--- config.mk ---
export PLATFORM = sky130hd
export DESIGN_NAME = dsc_instruction_format_decode
export DESIGN_NICKNAME = d
export VERILOG_FILES = /design/src/rtl/dsc_decode_pkg.sv /design/src/rtl/dsc_instruction_format_decode.sv /design/src/rtl/op_classifier.sv
export VERILOG_INCLUDE_DIRS = /design/src /design/src/rtl
export SDC_FILE = /design/constraint.sdc
export NUM_CORES = 1
export LEC_CHECK = 0
export BUFFER_PORTS_ARGS = -buffer_cell sky130_fd_sc_hd__buf_2
export CORE_MARGIN = 2
export CORE_UTILIZATION = 45
export CTS_BUF_LIST = sky130_fd_sc_hd__clkbuf_16
export CTS_CLUSTER_SIZE = 12
export DETAILED_ROUTE_END_ITERATION = 6
export HOLD_SLACK_MARGIN = 0.06
export PLACE_DENSITY = 0.78
export SYNTH_ARGS = -nofsm -noshare
export SYNTH_HDL_FRONTEND = slang
export SYNTH_SLANG_ARGS = --single-unit
--- constraint.sdc ---
create_clock -name clk -period 3.25 [get_ports clk]
set_clock_uncertainty 0.15 [all_clocks]
set_input_delay 0.325 -clock clk [delete_from_list [all_inputs] [get_ports clk]]
set_output_delay 0.325 -clock clk [all_outputs]
set_load 0.02 [all_outputs]
--- src/rtl/dsc_decode_defines.svh ---
`ifndef DSC_DECODE_DEFINES_SVH
`define DSC_DECODE_DEFINES_SVH

// ----------------------------------------
// register map, byte addresses
// ----------------------------------------
`define REG_CTRL      12'h000
`define REG_STATUS    12'h004
`define REG_FLAGS     12'h008
`define REG_LAST      12'h00c
`define REG_COUNT     12'h010

`define CTRL_RESET    1'h1
`define FLAGS_RESET   9'h000
`define COUNT_RESET   32'h0000_0000

// status error bits, write one to clear
`define ERR_SECOND    0
`define ERR_LIT       1
`define ERR_ADDR      2
`define ERR_AWB       3
`define ERR_ILLEGAL   4
`define ERR_W         5

// ----------------------------------------
// opcodes and opcode groups
// ----------------------------------------
`define OP_NOP        8'h00
`define OP_INDIRECT   8'h01
`define OP_CALL_DW    8'h02
`define OP_JUMP_DW    8'h04
`define OP_RETURN     8'h06
`define OP_RETINT     8'h07
`define OP_MOVE_DW    8'h08
`define OP_COND_BR    8'h31
`define OP_UNCOND_BR  8'h37
`define OP_SKIP       8'ha6
`define OP_BIT        8'ha8
`define OP_LIT        8'hb0
`define OP_FILE       8'hb4
`define OP_TABLE_RD   8'hba
`define OP_TABLE_WR   8'hbb
`define OP_DSP        8'hc8
`define GRP_WORD      6'h10
`define GRP_MAC       6'h30

// ----------------------------------------
// instruction word fields
// ----------------------------------------
`define F_OPCODE      23:16
`define F_WBASE       17:14
`define F_DEST_MODE   13:11
`define F_DEST_REG    10:7
`define F_SRC_MODE    6:4
`define F_SRC_REG     3:0
`define F_FILE_ADDR   12:0
`define B_FILE_DEST   13
`define B_BYTE        14
`define F_LIT10       13:4
`define F_BIT_POS     15:12
`define B_BIT_IND     11
`define F_BIT_BASE    10:7
`define B_ACC         15
`define F_MULT        14:12
`define F_XPRE        11:8
`define F_XDEST       7:6
`define F_YPRE        5:2
`define F_AWB         1:0
`define F_YDEST       17:16
`define B_SHIFT_LIT   14
`define F_SHIFT_LIT   13:8
`define F_SHIFT_REG   11:8
`define F_ADDR_LO     15:0
`define F_ADDR_HI     6:0

`define MAX_BYTE_LIT  10'h0ff
`define AWB_NONE      2'h0
`define AWB_DIRECT    2'h1
`define AWB_POSTINC   2'h2
`define CYC_ONE       2'h1
`define CYC_TWO       2'h2
`define CYC_THREE     2'h3

`endif

--- src/rtl/dsc_decode_pkg.sv ---
package dsc_decode_pkg;

  typedef enum logic [3:0] {
    cls_nop, cls_word, cls_file, cls_bit, cls_lit, cls_mac, cls_dsp, cls_cond,
    cls_branch, cls_indirect, cls_table, cls_return, cls_skip, cls_double, cls_illegal
  } decode_class_t;

  typedef enum logic [1:0] {
    st_first, st_second, st_skip, st_drop
  } fsm_state_t;

endpackage

--- src/rtl/dsc_instruction_format_decode.sv ---
`timescale 1ns/10ps
`default_nettype none
`include "dsc_decode_defines.svh"

module dsc_instruction_format_decode (
  input  wire logic [11:0]                   paddr,
  input  wire logic                          clk,
  input  wire logic                          nrst,
  input  wire logic                          psel,
  input  wire logic                          penable,
  input  wire logic                          pwrite,
  input  wire logic [31:0]                   pwdata,
  output var  logic [31:0]                   prdata,
  output var  logic                          pready,
  output var  logic                          pslverr,
  input  wire logic                          fetch_valid,
  input  wire logic [23:0]                   fetch_word,
  output var  logic                          fetch_ready,
  input  wire logic                          cond_true,
  input  wire logic                          flag_update,
  input  wire logic [8:0]                    flag_value,
  output var  logic                          issue_valid,
  output var  dsc_decode_pkg::decode_class_t issue_class,
  output var  logic [7:0]                    issue_opcode,
  output var  logic [1:0]                    issue_cycles,
  output var  logic                          issue_double,
  output var  logic [3:0]                    base_work_reg,
  output var  logic [3:0]                    source_work_reg,
  output var  logic [2:0]                    source_mode,
  output var  logic [3:0]                    dest_work_reg,
  output var  logic [2:0]                    dest_mode,
  output var  logic [12:0]                   file_addr,
  output var  logic                          file_to_default,
  output var  logic                          byte_mode,
  output var  logic [3:0]                    bit_pos,
  output var  logic                          bit_indirect,
  output var  logic [9:0]                    literal,
  output var  logic                          acc_b,
  output var  logic [2:0]                    mult_pair,
  output var  logic [3:0]                    x_prefetch,
  output var  logic [1:0]                    x_dest,
  output var  logic [3:0]                    y_prefetch,
  output var  logic [1:0]                    y_dest,
  output var  logic                          awb_write,
  output var  logic                          awb_postinc,
  output var  logic                          shift_from_reg,
  output var  logic [3:0]                    shift_count_reg,
  output var  logic [5:0]                    shift_literal,
  output var  logic [22:0]                   prog_addr,
  output var  logic [4:0]                    mcu_flags,
  output var  logic [3:0]                    dsp_flags
);
  import dsc_decode_pkg::*;

  // ----------------------------------------
  // declarations
  // ----------------------------------------
  fsm_state_t       state;
  fsm_state_t       next_state;
  decode_class_t    fetch_class;
  decode_class_t    held_class;
  decode_class_t    next_class;
  logic             fetch_double;
  logic [23:0]      held_word;
  logic [23:0]      w1;
  logic [23:0]      w2;
  logic             do_issue;
  logic             next_double;
  logic [1:0]       next_cycles;
  logic             accept;
  logic             enable;
  logic [`ERR_W-1:0] err;
  logic [`ERR_W-1:0] next_err;
  logic [31:0]      issued;
  logic             apb_setup;
  logic             apb_write;

  function automatic logic [1:0] single_cycles(input decode_class_t c, input logic cond);
    logic [1:0] n;
    n = `CYC_ONE;
    case (c)
      cls_cond:     n = cond ? `CYC_TWO : `CYC_ONE;
      cls_branch,
      cls_indirect,
      cls_table:    n = `CYC_TWO;
      cls_return:   n = `CYC_THREE;
      default:      n = `CYC_ONE;
    endcase
    return n;
  endfunction

  op_classifier classify (
    .opcode    (fetch_word[`F_OPCODE]),
    .op_class  (fetch_class),
    .is_double (fetch_double)
  );

  assign accept    = fetch_valid & fetch_ready;
  assign apb_setup = psel & ~penable;
  // writes land at the access edge, together with the answer
  assign apb_write = psel & penable & pready & pwrite;

  // ----------------------------------------
  // word sequencing
  // ----------------------------------------
  always_comb begin
    do_issue    = 1'b0;
    w1          = fetch_word;
    w2          = 24'h00_0000;
    next_class  = fetch_class;
    next_cycles = `CYC_ONE;
    next_double = 1'b0;
    next_state  = state;
    if (accept) begin
      unique case (state)
        st_first: begin
          if (fetch_double) begin
            next_state = st_second;
          end else if (fetch_class == cls_skip && cond_true) begin
            next_state = st_skip;
          end else begin
            do_issue    = 1'b1;
            next_cycles = single_cycles(fetch_class, cond_true);
          end
        end
        st_second: begin
          do_issue    = 1'b1;
          w1          = held_word;
          w2          = fetch_word;
          next_class  = held_class;
          next_cycles = `CYC_TWO;
          next_double = 1'b1;
          next_state  = st_first;
        end
        st_skip: begin
          do_issue    = 1'b1;
          w1          = held_word;
          next_class  = held_class;
          next_cycles = fetch_double ? `CYC_THREE : `CYC_TWO;
          next_state  = fetch_double ? st_drop : st_first;
        end
        st_drop: begin
          next_state = st_first;
        end
      endcase
    end
  end

  always_ff @(posedge clk) begin
    if (!nrst) begin
      state      <= st_first;
      held_word  <= 24'h00_0000;
      held_class <= cls_nop;
    end else begin
      state <= next_state;
      if (accept && state == st_first) begin
        held_word  <= fetch_word;
        held_class <= fetch_class;
      end
    end
  end

  // ----------------------------------------
  // error detection
  // ----------------------------------------
  always_comb begin
    next_err = '0;
    // a skipped second word is discarded unchecked
    next_err[`ERR_SECOND]  = accept && state == st_second && fetch_word[`F_OPCODE] != 8'h00;
    next_err[`ERR_LIT]     = do_issue && next_class == cls_lit && w1[`B_BYTE]
                             && w1[`F_LIT10] > `MAX_BYTE_LIT;
    next_err[`ERR_ADDR]    = do_issue && next_double && w1[`F_OPCODE] != `OP_MOVE_DW && w1[0];
    next_err[`ERR_AWB]     = do_issue && next_class == cls_mac && w1[`F_AWB] == 2'h3;
    next_err[`ERR_ILLEGAL] = do_issue && next_class == cls_illegal;
  end

  // ----------------------------------------
  // issued operation and operand fields
  // ----------------------------------------
  always_ff @(posedge clk) begin
    if (!nrst) begin
      issue_valid  <= 1'b0;
      issue_class  <= cls_nop;
      issue_opcode <= 8'h00;
      issue_cycles <= `CYC_ONE;
      issue_double <= 1'b0;
    end else begin
      issue_valid <= do_issue;
      if (do_issue) begin
        issue_class  <= next_class;
        issue_opcode <= w1[`F_OPCODE];
        issue_cycles <= next_cycles;
        issue_double <= next_double;
      end
    end
  end

  always_ff @(posedge clk) begin
    if (!nrst) begin
      {base_work_reg, source_work_reg, source_mode, dest_work_reg, dest_mode} <= '0;
      {file_addr, file_to_default, byte_mode, bit_pos, bit_indirect, literal} <= '0;
    end else if (do_issue) begin
      // base register for word ops carries no mode field
      base_work_reg   <= (next_class == cls_bit) ? w1[`F_BIT_BASE] : w1[`F_WBASE];
      source_work_reg <= w1[`F_SRC_REG];
      source_mode     <= w1[`F_SRC_MODE];
      dest_work_reg   <= w1[`F_DEST_REG];
      dest_mode       <= w1[`F_DEST_MODE];
      file_addr       <= w1[`F_FILE_ADDR];
      file_to_default <= ~w1[`B_FILE_DEST];
      byte_mode       <= w1[`B_BYTE];
      bit_pos         <= w1[`F_BIT_POS];
      bit_indirect    <= w1[`B_BIT_IND];
      literal         <= w1[`F_LIT10];
    end
  end

  always_ff @(posedge clk) begin
    if (!nrst) begin
      {acc_b, mult_pair, x_prefetch, x_dest, y_prefetch, y_dest} <= '0;
      {awb_write, awb_postinc, shift_from_reg, shift_count_reg, shift_literal, prog_addr} <= '0;
    end else if (do_issue) begin
      acc_b           <= w1[`B_ACC];
      mult_pair       <= w1[`F_MULT];
      x_prefetch      <= w1[`F_XPRE];
      x_dest          <= w1[`F_XDEST];
      y_prefetch      <= w1[`F_YPRE];
      y_dest          <= w1[`F_YDEST];
      // the illegal fourth code writes nothing back
      awb_write       <= next_class == cls_mac && (w1[`F_AWB] == `AWB_DIRECT || w1[`F_AWB] == `AWB_POSTINC);
      awb_postinc     <= next_class == cls_mac && w1[`F_AWB] == `AWB_POSTINC;
      shift_from_reg  <= ~w1[`B_SHIFT_LIT];
      shift_count_reg <= w1[`F_SHIFT_REG];
      shift_literal   <= w1[`F_SHIFT_LIT];
      prog_addr       <= {w2[`F_ADDR_HI], w1[`F_ADDR_LO]};
    end
  end

  // ----------------------------------------
  // status flags
  // ----------------------------------------
  // datapath update wins over a software write in the same cycle
  always_ff @(posedge clk) begin
    if (!nrst) begin
      {dsp_flags, mcu_flags} <= `FLAGS_RESET;
    end else if (flag_update) begin
      {dsp_flags, mcu_flags} <= flag_value;
    end else if (apb_write && paddr == `REG_FLAGS) begin
      {dsp_flags, mcu_flags} <= {pwdata[11:8], pwdata[4:0]};
    end
  end

  // ----------------------------------------
  // control, errors, counter
  // ----------------------------------------
  always_ff @(posedge clk) begin
    if (!nrst) begin
      enable      <= `CTRL_RESET;
      fetch_ready <= 1'b0;
    end else begin
      if (apb_write && paddr == `REG_CTRL) begin
        enable <= pwdata[0];
      end
      // ready lags enable by one cycle; a held first word stays held while off
      fetch_ready <= enable;
    end
  end

  always_ff @(posedge clk) begin
    if (!nrst) begin
      err <= '0;
    end else begin
      // a new error wins over its clear
      if (apb_write && paddr == `REG_STATUS) begin
        err <= (err & ~pwdata[`ERR_W-1:0]) | next_err;
      end else begin
        err <= err | next_err;
      end
    end
  end

  always_ff @(posedge clk) begin
    if (!nrst) begin
      issued <= `COUNT_RESET;
    end else if (do_issue) begin
      issued <= issued + 32'h0000_0001;
    end
  end

  // ----------------------------------------
  // apb slave, no wait states
  // ----------------------------------------
  always_ff @(posedge clk) begin
    if (!nrst) begin
      pready  <= 1'b0;
      pslverr <= 1'b0;
      prdata  <= 32'h0000_0000;
    end else begin
      pready  <= apb_setup;
      pslverr <= 1'b0;
      prdata  <= 32'h0000_0000;
      if (apb_setup) begin
        case (paddr)
          `REG_CTRL:   prdata <= {31'h0000_0000, enable};
          `REG_STATUS: prdata <= {22'h00_0000, 2'(state), 3'h0, err};
          `REG_FLAGS:  prdata <= {20'h0_0000, dsp_flags, 3'h0, mcu_flags};
          `REG_LAST:   prdata <= {16'h0000, issue_opcode, 2'h0, issue_cycles, issue_class};
          `REG_COUNT:  prdata <= issued;
          default:     pslverr <= 1'b1;
        endcase
      end
    end
  end

endmodule

`default_nettype wire

--- src/rtl/op_classifier.sv ---
`timescale 1ns/10ps
`default_nettype none
`include "dsc_decode_defines.svh"

module op_classifier (
  input  wire logic [7:0]                    opcode,
  output var  dsc_decode_pkg::decode_class_t op_class,
  output var  logic                          is_double
);
  import dsc_decode_pkg::*;

  // ----------------------------------------
  // opcode to class
  // ----------------------------------------
  always_comb begin
    is_double = 1'b0;
    op_class  = cls_illegal;
    if (opcode[7:2] == `GRP_WORD) begin
      op_class = cls_word;
    end else if (opcode[7:2] == `GRP_MAC) begin
      op_class = cls_mac;
    end else begin
      case (opcode)
        `OP_NOP:       op_class = cls_nop;
        `OP_INDIRECT:  op_class = cls_indirect;
        `OP_RETURN,
        `OP_RETINT:    op_class = cls_return;
        `OP_COND_BR:   op_class = cls_cond;
        `OP_UNCOND_BR: op_class = cls_branch;
        `OP_SKIP:      op_class = cls_skip;
        `OP_BIT:       op_class = cls_bit;
        `OP_LIT:       op_class = cls_lit;
        `OP_FILE:      op_class = cls_file;
        `OP_TABLE_RD,
        `OP_TABLE_WR:  op_class = cls_table;
        `OP_DSP:       op_class = cls_dsp;
        `OP_CALL_DW,
        `OP_JUMP_DW,
        `OP_MOVE_DW: begin
          op_class  = cls_double;
          is_double = 1'b1;
        end
        default:       op_class = cls_illegal;
      endcase
    end
  end

endmodule

`default_nettype wire
==> results of run 1 <==
routing by layer:
metal	track usage	up-vias	share of wire
li1	-	3561	-
met1	0.280	3427	0.43
met2	0.370	229	0.49
met3	0.0457	43	0.052
met4	0.0806	2	0.025
met5	0	-	0.00061
metrics by stage:
stage               utilization  instance area [um^2]  setup slack, ns  power [mW]  cells
global route              0.550                  9820           0.0724        4.64   1346
detailed placement        0.509                  9080           0.0338        2.67   1294
floorplan                     -                  8110            0.399        2.53    929
finish                    0.550                  9820            0.199        4.46   1346
CTS                       0.550                  9820            0.268        4.49   1346
global placement          0.509                  9080           0.0909        2.66   1294
Yosys cell counts, types with 3 or more instances:
library cell    n  area (um^2)
a21boi_0       48          360
buf_6           3         33.8
mux2i_1        12          120
o21ai_0        21          105
or3b_1          3         26.3
or3_1           5         31.3
a21oi_1        16         80.1
o211a_1        25          250
inv_1          12         45.0
o21a_1          3         22.5
nor3_1          7         35.0
nand3b_1        5         37.5
xnor2_1         5         43.8
o211ai_1        7         52.6
nand4_1         7         43.8
and3_1         24          150
nor3b_1         4         30.0
nor2b_1        11         68.8
a41o_1          5         50.1
buf_4          72          541
a21boi_1        3         22.5
nand2_1       169          634
a31oi_1         9         56.3
a211oi_1        9         67.6
and2_1         31          194
clkbuf_1       41          154
ha_1            8          100
dfxtp_1       159         3180
nor4_1          6         37.5
a21o_1          3         22.5
nand4b_1        4         35.0
xor2_1         17          149
buf_2          14         70.1
a2111oi_2      12          180
a211oi_4        3         60.1
a22oi_1         5         37.5
nor2_1         31          116
or2_2           4         25.0
a222oi_1        8         80.1
nand3_1        49          245
buf_1           3         11.3
power breakdown:
group | switching (mW) | internal, mW
Combinational | 0.357 | 0.225
Sequential | 0.0603 | 2.01
Clock | 0.818 | 0.986
how the worst min path moves through the flow:
stage	startpoint	endpoint	slack (ns)	cells past startpoint
after floorplan	err[3]$_SDFF_PN0_	err[3]$_SDFF_PN0_	0.29	2
after global placement	awb_write$_SDFFE_PN0P_	awb_write$_SDFFE_PN0P_	0.29	2
after detailed placement	prog_addr[20]$_SDFFE_PN0P_	prog_addr[20]$_SDFFE_PN0P_	0.30	2
after CTS	paddr[4]	prdata[24]$_SDFF_PN0_	0.06	3
after global routing	pwdata[2]	err[2]$_SDFF_PN0_	0.08	4
final	flag_value[2]	mcu_flags[2]$_SDFFE_PN0P_	0.07	4
cells by family after synthesis:
family / after synthesis / synth area share
muxes: 15 / 0.0218
and+or+nand+nor: 383 / 0.241
xor gates and xnor gates: 22 / 0.0238
buffers and inverters: 145 / 0.105
DFF: 159 / 0.393
AOI/OAI and AO/OA: 197 / 0.203
adders and majority gates: 8 / 0.0123
worst register-to-register path, stage by stage (launching register included):
cell and delay, ns:
dfxtp_1 0.40, inv_1 0.12, ha_1 0.41, and3_1 0.22
a21o_1 0.19, nor3_1 0.08, a21oi_1 0.22, o211ai_1 0.21
nor3_2 0.40, mux4_2 0.40, o2bb2ai_1 0.13
layout make-up:
type,instances,area [um^2],share of cell area
clock inverters,15,111,0.0113
well taps,229,287,0.0292
inverters,12,45.0,0.00459
multi-input cells,625,4070,0.415
flip-flops and latches,159,3180,0.324
clock buffers,17,425,0.0433
repair buffers,289,1690,0.173
repair_timing:
| item | in CTS | in global routing |
|---|---|---|
| endpoints found under the setup margin | 0 | 0 |
| gates resized for setup | 0 | 0 |
| hold buffers | 20 | 0 |
| hold endpoints to repair | 27 | 0 |
| buffers inserted | 0 | 0 |
==> reports/metrics.yaml, run 1 <==
drt_pass1_iterations: 7
first_iter_violations: 540
cp_num_cells: 10
cp.required_ns: 3.41
failed_checks: "design-rule violations"
avgRoutedWirePerCell_um: 15.8
synth_ff_type: "dfxtp_1"
cts.htree.levels: 4
min_period_over_period: 0.939
reg2reg_depth: 10
whs_ns: 0.0708
cts_sinks: 159
core_um2: 17800
root_buffer: "clkbuf_16"
synth_area_per_cell_um2: 8.72
outcome: "finished, violations left"
peakVddDrop_mv: 0.375
period_minus_slack_ns: 3.05
ys_seq_area_frac: 0.393
syn_nets: 1022
cp_top_family: "compound AO/OA/AOI/OAI gates"
num_rows: 49
power_leakage_nw: 4.58
critical_path_arrival_ns: 3.21
cts_buffers: 17
port_buffers: 221
r2r_setup_slack_ns: 0.20
nets: 1197
path_cells: "inv_1, ha_1, and3_1, a21o_1, nor3_1, a21oi_1, o211ai_1, nor3_2, mux4_2, o2bb2ai_1"
cpPeakStageDelay_ns: 0.41
ios: 245
area_delta_synth_final_pct: 21.1
worstReg2RegEnd: "base_work_reg[0]$_SDFFE_PN0P_"
ant_nets: 0
crit_buf_inv: 1
synth-warning-count: 0
path_max_fanout: 6
gp_congestion: 0.941
maxCapViolCount: 0
start_kind: "flip-flop"
ys_ff_latch: 159
worstSetupEndpointType: "flip-flop"
synth.distinct_cells: 73
cp_slowest_cell: "ha_1"
setup_viol: 0
syn-cell-area_um2: 8110
grt_usage: 0.220
clk-insertion-delay-late_ns: 0.42
final_cell_mix: "buf_2, nand2_1, dfxtp_1, nand3_1, a21boi_0"
synth_edf_count: 0
grt_pass1_vias: 6776
antenna_found_initial: 1
die_area_um2: 19100
hold_violations: 0
route.detailed.drc: 7
mostFrequentLayoutCell: "buf_2"
worstSetupEndpoint: "base_work_reg[0]$_SDFFE_PN0P_"
tightest_slew_ns: 0.747
fillers: 1573
die_h_um: 138
netlist_instances: 929
hold_class: "in2reg"
crit_start: "state[1]$_SDFFE_PN0P_"
dpl.hpwl_um: 15100
synth_async_sr_flop_share: 0
timing.setup.tns_ns: 0
r2r_start: "state[1]$_SDFFE_PN0P_"
fmax_mhz: 328
start_util: 0.454
drt-total-wl_um: 21300
slew_headroom: 0.501
p_per_area_nw_per_um2: 454
die_x_um: 138
overflow: 0
drive_gt1_frac: 0.301
cts.path.max_buffers: 2
cts_tree: "yes"
via_count: 7262
grt_first_pass_wirelength_um: 34800
largestRegisters: "issued (32), prdata (32), held_word (24)"
clk_pin_slew_ns: 0.06
rsz0062_at_grt: "false"
vias_per_cell: 5.40
diodes: 0
maxSlewViolCount: 0
grt_max_degree: 61
crit_type: "reg2reg"
Power figures use the tool's default switching activity.
==> run 2, diff against run 1 <==
--- a/config.mk
+++ b/config.mk
@@ -12,6 +12,7 @@
 export CTS_BUF_LIST = sky130_fd_sc_hd__clkbuf_16
 export CTS_CLUSTER_SIZE = 12
 export DETAILED_ROUTE_END_ITERATION = 6
+export GPL_ROUTABILITY_DRIVEN = 0
 export HOLD_SLACK_MARGIN = 0.06
 export PLACE_DENSITY = 0.78
 export SYNTH_ARGS = -nofsm -noshare
==> constraint.sdc (replaced) <==
create_clock -name clk -period 3.25 [get_ports clk]
set_clock_uncertainty 0.15 [all_clocks]
set_input_delay 0 -clock clk [delete_from_list [all_inputs] [get_ports clk]]
set_output_delay 0 -clock clk [all_outputs]
set_load 0.02 [all_outputs]
==> run 2 against run 1 <==
The flow now finishes without violations. Cell count grew 3.6%. Die area unchanged. Maximum frequency decreased by 5.4%. Largest cell class unchanged. Highest routed layer is now met4.
==> reports/metrics.yaml, run 2 (synthesis results as in run 1) <==
outcome: "finished clean"
critical_path_arrival_ns: 3.40
start_kind: "input port"
fin_ws_ns: 0.0234
cts.path.max_buffers: 2
hold_violations: 0
area_delta_synth_final_pct: 28.5
grt_max_degree: 74
grt_first_pass_wirelength_um: 38700
core_um2: 17800
start_util: 0.454
power_leakage_nw: 4.81
die_h_um: 138
p_per_area_nw_per_um2: 446
peakVddDrop_mv: 0.396
die_x_um: 138
cts_tree: "yes"
grt_pass1_vias: 7420
cts.htree.levels: 4
crit_type: "in2reg"
r2r_start: "state[1]$_SDFFE_PN0P_"
clk-insertion-delay-late_ns: 0.43
nets: 1246
avgRoutedWirePerCell_um: 17.5
min_to: "prdata[11]$_SDFF_PN0_"
ant_nets: 0
root_buffer: "clkbuf_16"
tightest_slew_ns: 0.858
largestRegisters: "issued (32), prdata (32), held_word (24)"
via_count: 7864
slew_headroom: 0.428
cts_sinks: 159
final_cell_mix: "buf_2, nand2_1, dfxtp_1, dlygate4sd3_1, nand3_1"
setup_viol: 0
die_area_um2: 19100
cts_buffers: 17
cp.required_ns: 3.42
num_rows: 49
preCtsSetupSlack_ns: 0.121
r2r_setup_slack_ns: 0.13
drt-total-wl_um: 24300
clk_pin_slew_ns: 0.07
diodes: 0
vias_per_cell: 5.64
port_buffers: 221
path_max_fanout: 9
mostFrequentLayoutCell: "buf_2"
first_iter_violations: 718
reg2reg_depth: 10
period_minus_slack_ns: 3.23
dpl.hpwl_um: 14700
min_period_over_period: 0.993
fillers: 1511
min_path_cells: 4
grt_usage: 0.248
drive_gt1_frac: 0.278
hold_class: "in2reg"
min_from: "paddr[3]"
ios: 245
final_cells: 1395
maxSlewViolCount: 0
fmax_mhz: 310
fin_util: 0.584
maxCapViolCount: 0
drt_pass1_iterations: 6
overflow: 0
route.detailed.drc: 0
worstReg2RegEnd: "err[3]$_SDFF_PN0_"
worstSetupEndpointType: "flip-flop"
dp.cells: 1274
antenna_found_initial: 0
## run 2: metrics by stage
step | area, um^2 | hold slack [ns] | TNS, ns | total power, mW
2_1_floorplan | 8110 | -0.0215 | 0 | 2.53
6_report | 10400 | 0.0609 | 0 | 4.65
3_3_place_gp | 8930 | 0.117 | 0 | 2.65
4_1_cts | 10400 | 0.0906 | 0 | 4.64
3_5_place_dp | 8930 | 0.125 | 0 | 2.66
5_1_grt | 10400 | 0.119 | -0.253 | 4.79
## run 2: layout make-up
class | count | area (um^2) | share of cell area
multi-input combinational | 625 | 4110 | 0.395
clock inverter | 15 | 136 | 0.0131
tap | 229 | 287 | 0.0275
timing repair buffer | 338 | 2230 | 0.214
inverter | 12 | 45.0 | 0.00432
sequential | 159 | 3180 | 0.306
clock buffer | 17 | 425 | 0.0408
## run 2: what timing repair did
item | CTS | global route
endpoints found under the hold margin | 117 | 0
buffers inserted | 0 | 3
hold buffers | 86 | 0
endpoints found under the setup margin | 0 | 15
gates resized for setup | 0 | 8
## run 2: how the worst max path moves through the flow
| stage | slack, ns | cells past startpoint | end | start |
|---|---|---|---|---|
| after floorplan | 0.42 | 11 | base_work_reg[0]$_SDFFE_PN0P_ | state[0]$_SDFFE_PN0P_ |
| after global placement | 0.26 | 10 | source_work_reg[1]$_SDFFE_PN0P_ | fetch_word[17] |
| after detailed placement | 0.12 | 10 | base_work_reg[0]$_SDFFE_PN0P_ | state[0]$_SDFFE_PN0P_ |
| after CTS | 0.05 | 12 | mcu_flags[1]$_SDFFE_PN0P_ | paddr[11] |
| after global routing | -0.07 | 12 | mcu_flags[3]$_SDFFE_PN0P_ | paddr[11] |
| final | 0.02 | 12 | mcu_flags[3]$_SDFFE_PN0P_ | paddr[11] |
## run 2: layer usage
layer | global-route usage | share of wire | up-vias
met2 | 0.404 | 0.48 | 358
met1 | 0.310 | 0.41 | 3731
met4 | 0.142 | 0.051 | 0
met3 | 0.0433 | 0.060 | 112
met5 | 0 | 0 | -
li1 | - | - | 3663
## run 2: where the power goes
part           total [mW]  leakage, nW  switching, mW  internal (mW)
Clock                1.93        0.267          0.872           1.06
Combinational       0.640         3.25          0.377          0.263
Sequential           2.07         1.29         0.0653           2.01
## run 2: worst max-delay path, stage by stage
cell	delay, ns
buf_2	0.09
or4_1	0.54
nor4_1	0.24
buf_4	0.17
and3b_2	0.20
nor2b_1	0.20
buf_4	0.26
mux2i_1	0.25
o21ai_0	0.12
dlygate4sd3_1	0.59
and2_1	0.15
dlygate4sd3_1	0.56
==> run 3, diff against run 2 <==
--- a/config.mk
+++ b/config.mk
@@ -14,7 +14,8 @@
 export DETAILED_ROUTE_END_ITERATION = 6
 export GPL_ROUTABILITY_DRIVEN = 0
 export HOLD_SLACK_MARGIN = 0.06
-export PLACE_DENSITY = 0.78
+export PLACE_DENSITY = 0.79
 export SYNTH_ARGS = -nofsm -noshare
 export SYNTH_HDL_FRONTEND = slang
+export SYNTH_HIERARCHICAL = 1
 export SYNTH_SLANG_ARGS = --single-unit
==> run 3 against run 2 <==
Combinational power is 4.7% higher. Flip-flop and latch count stayed put. Clock-buffer cell count stayed put. Largest cell class unchanged. Via count is 0.31% lower. Cell count is 1.3% higher. First-iteration DRC count is 14% higher. Register-to-register slack better by 0.16 ns. Sequential power hardly changed. Highest routed layer unchanged. Maximum frequency is 1.6% higher. Critical endpoint is now issued[31]$_SDFFE_PN0P_. Design area is 2.8% lower.
==> reports/metrics.yaml, run 3 <==
outcome: "finished clean"
ys_seq_area_frac: 0.406
avgRoutedWirePerCell_um: 16.7
path_max_fanout: 11
synth_area_per_cell_um2: 8.18
die_h_um: 136
grt_first_pass_wirelength_um: 36700
maxSlewViolCount: 0
synth_top_area_frac: 0.406
route.detailed.drc: 0
synth-warning-count: 6
crit_type: "in2reg"
fin_util: 0.590
netlist_instances: 959
final_cell_mix: "buf_2, nand2_1, dfxtp_1, nor2_1, dlygate4sd3_1"
area_delta_synth_final_pct: 29.2
cts_buffers: 17
syn-cell-area_um2: 7840
place_area_um2: 8730
start_kind: "input port"
first_iter_violations: 816
die_x_um: 136
timing.setup.tns_ns: 0
cts.htree.levels: 4
num_rows: 48
core_um2: 17200
mostFrequentLayoutCell: "buf_2"
drt-total-wl_um: 23600
worstSetupEndpointType: "flip-flop"
synth_async_sr_flop_share: 0
min_path_cells: 6
synth_area_leaders: "dfxtp_1, nand2_1, buf_4"
cts_tree: "yes"
largestRegisters: "issued (32), prdata (32), held_word (24)"
p_per_area_nw_per_um2: 463
slew_headroom: 0.526
grt_usage: 0.249
yosysMostFrequentCell: "nand2_1"
fmax_mhz: 315
grt_max_degree: 79
drive_gt1_frac: 0.271
use_met1: 0.313
rsz0062_at_grt: "true"
clk_pin_slew_ns: 0.06
nets: 1267
synth.distinct_cells: 65
dpl.hpwl_um: 15200
root_buffer: "clkbuf_16"
peakVddDrop_mv: 0.285
hold_violations: 0
yosysTopAreaCell: "dfxtp_1"
ios: 245
start_util: 0.457
setup_viol: 0
synth_edf_count: 0
via_count: 7840
ant_nets: 0
gr-usage-met2: 0.407
tightest_slew_ns: 0.709
drt_pass1_iterations: 5
critical_path_arrival_ns: 3.38
grt_pass1_vias: 7179
cts.path.max_buffers: 2
final_area_um2: 10100
min_period_over_period: 0.977
antenna_found_initial: 1
vias_per_cell: 5.55
maxCapViolCount: 0
clk-insertion-delay-late_ns: 0.43
reg2reg_depth: 7
synth_ff_type: "dfxtp_1"
port_buffers: 221
overflow: 0
grtUsageMet3: 0.0529
p_total_mw: 4.69
ys_ff_latch: 159
die_area_um2: 18500
period_minus_slack_ns: 3.17
cts_sinks: 159
top_usage_layer: "met2"
hold_class: "in2reg"
synthTopCellsByCount: "nand2_1, dfxtp_1, nor2_1"
cp.required_ns: 3.46
power_leakage_nw: 4.36
syn_nets: 1052
[run 3: cell types whose count changed in the layout (fill, tap and decap cells not counted), moves of 11 or more]
cell,change
nor2_1,+48
o21ai_0,+16
a21boi_0,-46
and2_1,-30
a2111oi_2,-12
nand3_1,-12
xor2_1,-15
o211a_1,-23
a21oi_1,+55
mux2_2,+12
a311oi_1,+23
dlygate4sd3_1,-11
[run 3: logic make-up after synthesis]
kind of cell    count (synthesis)  share of synthesized area
simple gates                  403                      0.256
flops                         159                      0.406
fa+ha+maj                       8                     0.0128
xor+xnor                       16                     0.0179
buf+inv                       151                      0.110
mux                            30                     0.0404
compound gates                192                      0.157
[run 3: metal layers]
layer,vias up,share of wire
met4,0,0.029
met3,55,0.075
met5,-,0
li1,3751,-
met2,356,0.47
met1,3678,0.43
[run 3: what timing repair did]
action | CTS | global route
endpoints found under the setup margin | 0 | 58
gates resized for setup | 0 | 11
buffers inserted | 0 | 2
hold buffers | 75 | 0
endpoints found under the hold margin | 110 | 0
[run 3: worst max-delay path, cell delays in order]
cell and delay [ns]:
dlygate4sd3_1 0.52, buf_2 0.14, buf_4 0.16, or4_1 0.48
o32ai_2 0.21, nor2_1 0.10, a31oi_1 0.23, a21oi_2 0.14
nor4b_4 0.18, or4b_4 0.58, or4_1 0.49, a21oi_1 0.14
[run 3: layout make-up]
class | instances | area, um^2
multi-input combinational | 650 | 3870
timing repair buffer | 330 | 2170
tap | 225 | 282
clock buffer | 17 | 425
sequential | 159 | 3180
fill | 1508 | 7050
antenna | 1 | 2.50
clock inverter | 15 | 145
inverter | 16 | 60.1
[run 3: final timing paths]
path,from,to,slack (ns)
worst max-delay path,fetch_word[18],issued[31]$_SDFFE_PN0P_,0.08
worst min register to register,prog_addr[20]$_SDFFE_PN0P_,prog_addr[20]$_SDFFE_PN0P_,0.30
worst max register to register,state[1]$_SDFFE_PN0P_,issued[31]$_SDFFE_PN0P_,0.29
worst min-delay path,pwrite,err[2]$_SDFF_PN0_,0.15
[run 3: power breakdown]
| part | switching, mW | internal, mW | total [mW] |
|---|---|---|---|
| logic | 0.403 | 0.267 | 0.670 |
| registers | 0.0681 | 2.01 | 2.08 |
| clock network | 0.819 | 1.13 | 1.94 |
[run 3: stage by stage]
step,hold slack (ns),setup slack [ns],std cells
final,0.153,0.0750,1413
after global routing,0.169,-0.141,1413
after CTS,0.0966,0.0276,1409
after detailed placement,0.110,0.131,1302
after global placement,0.103,0.135,1302
after floorplan,-0.0249,0.101,959
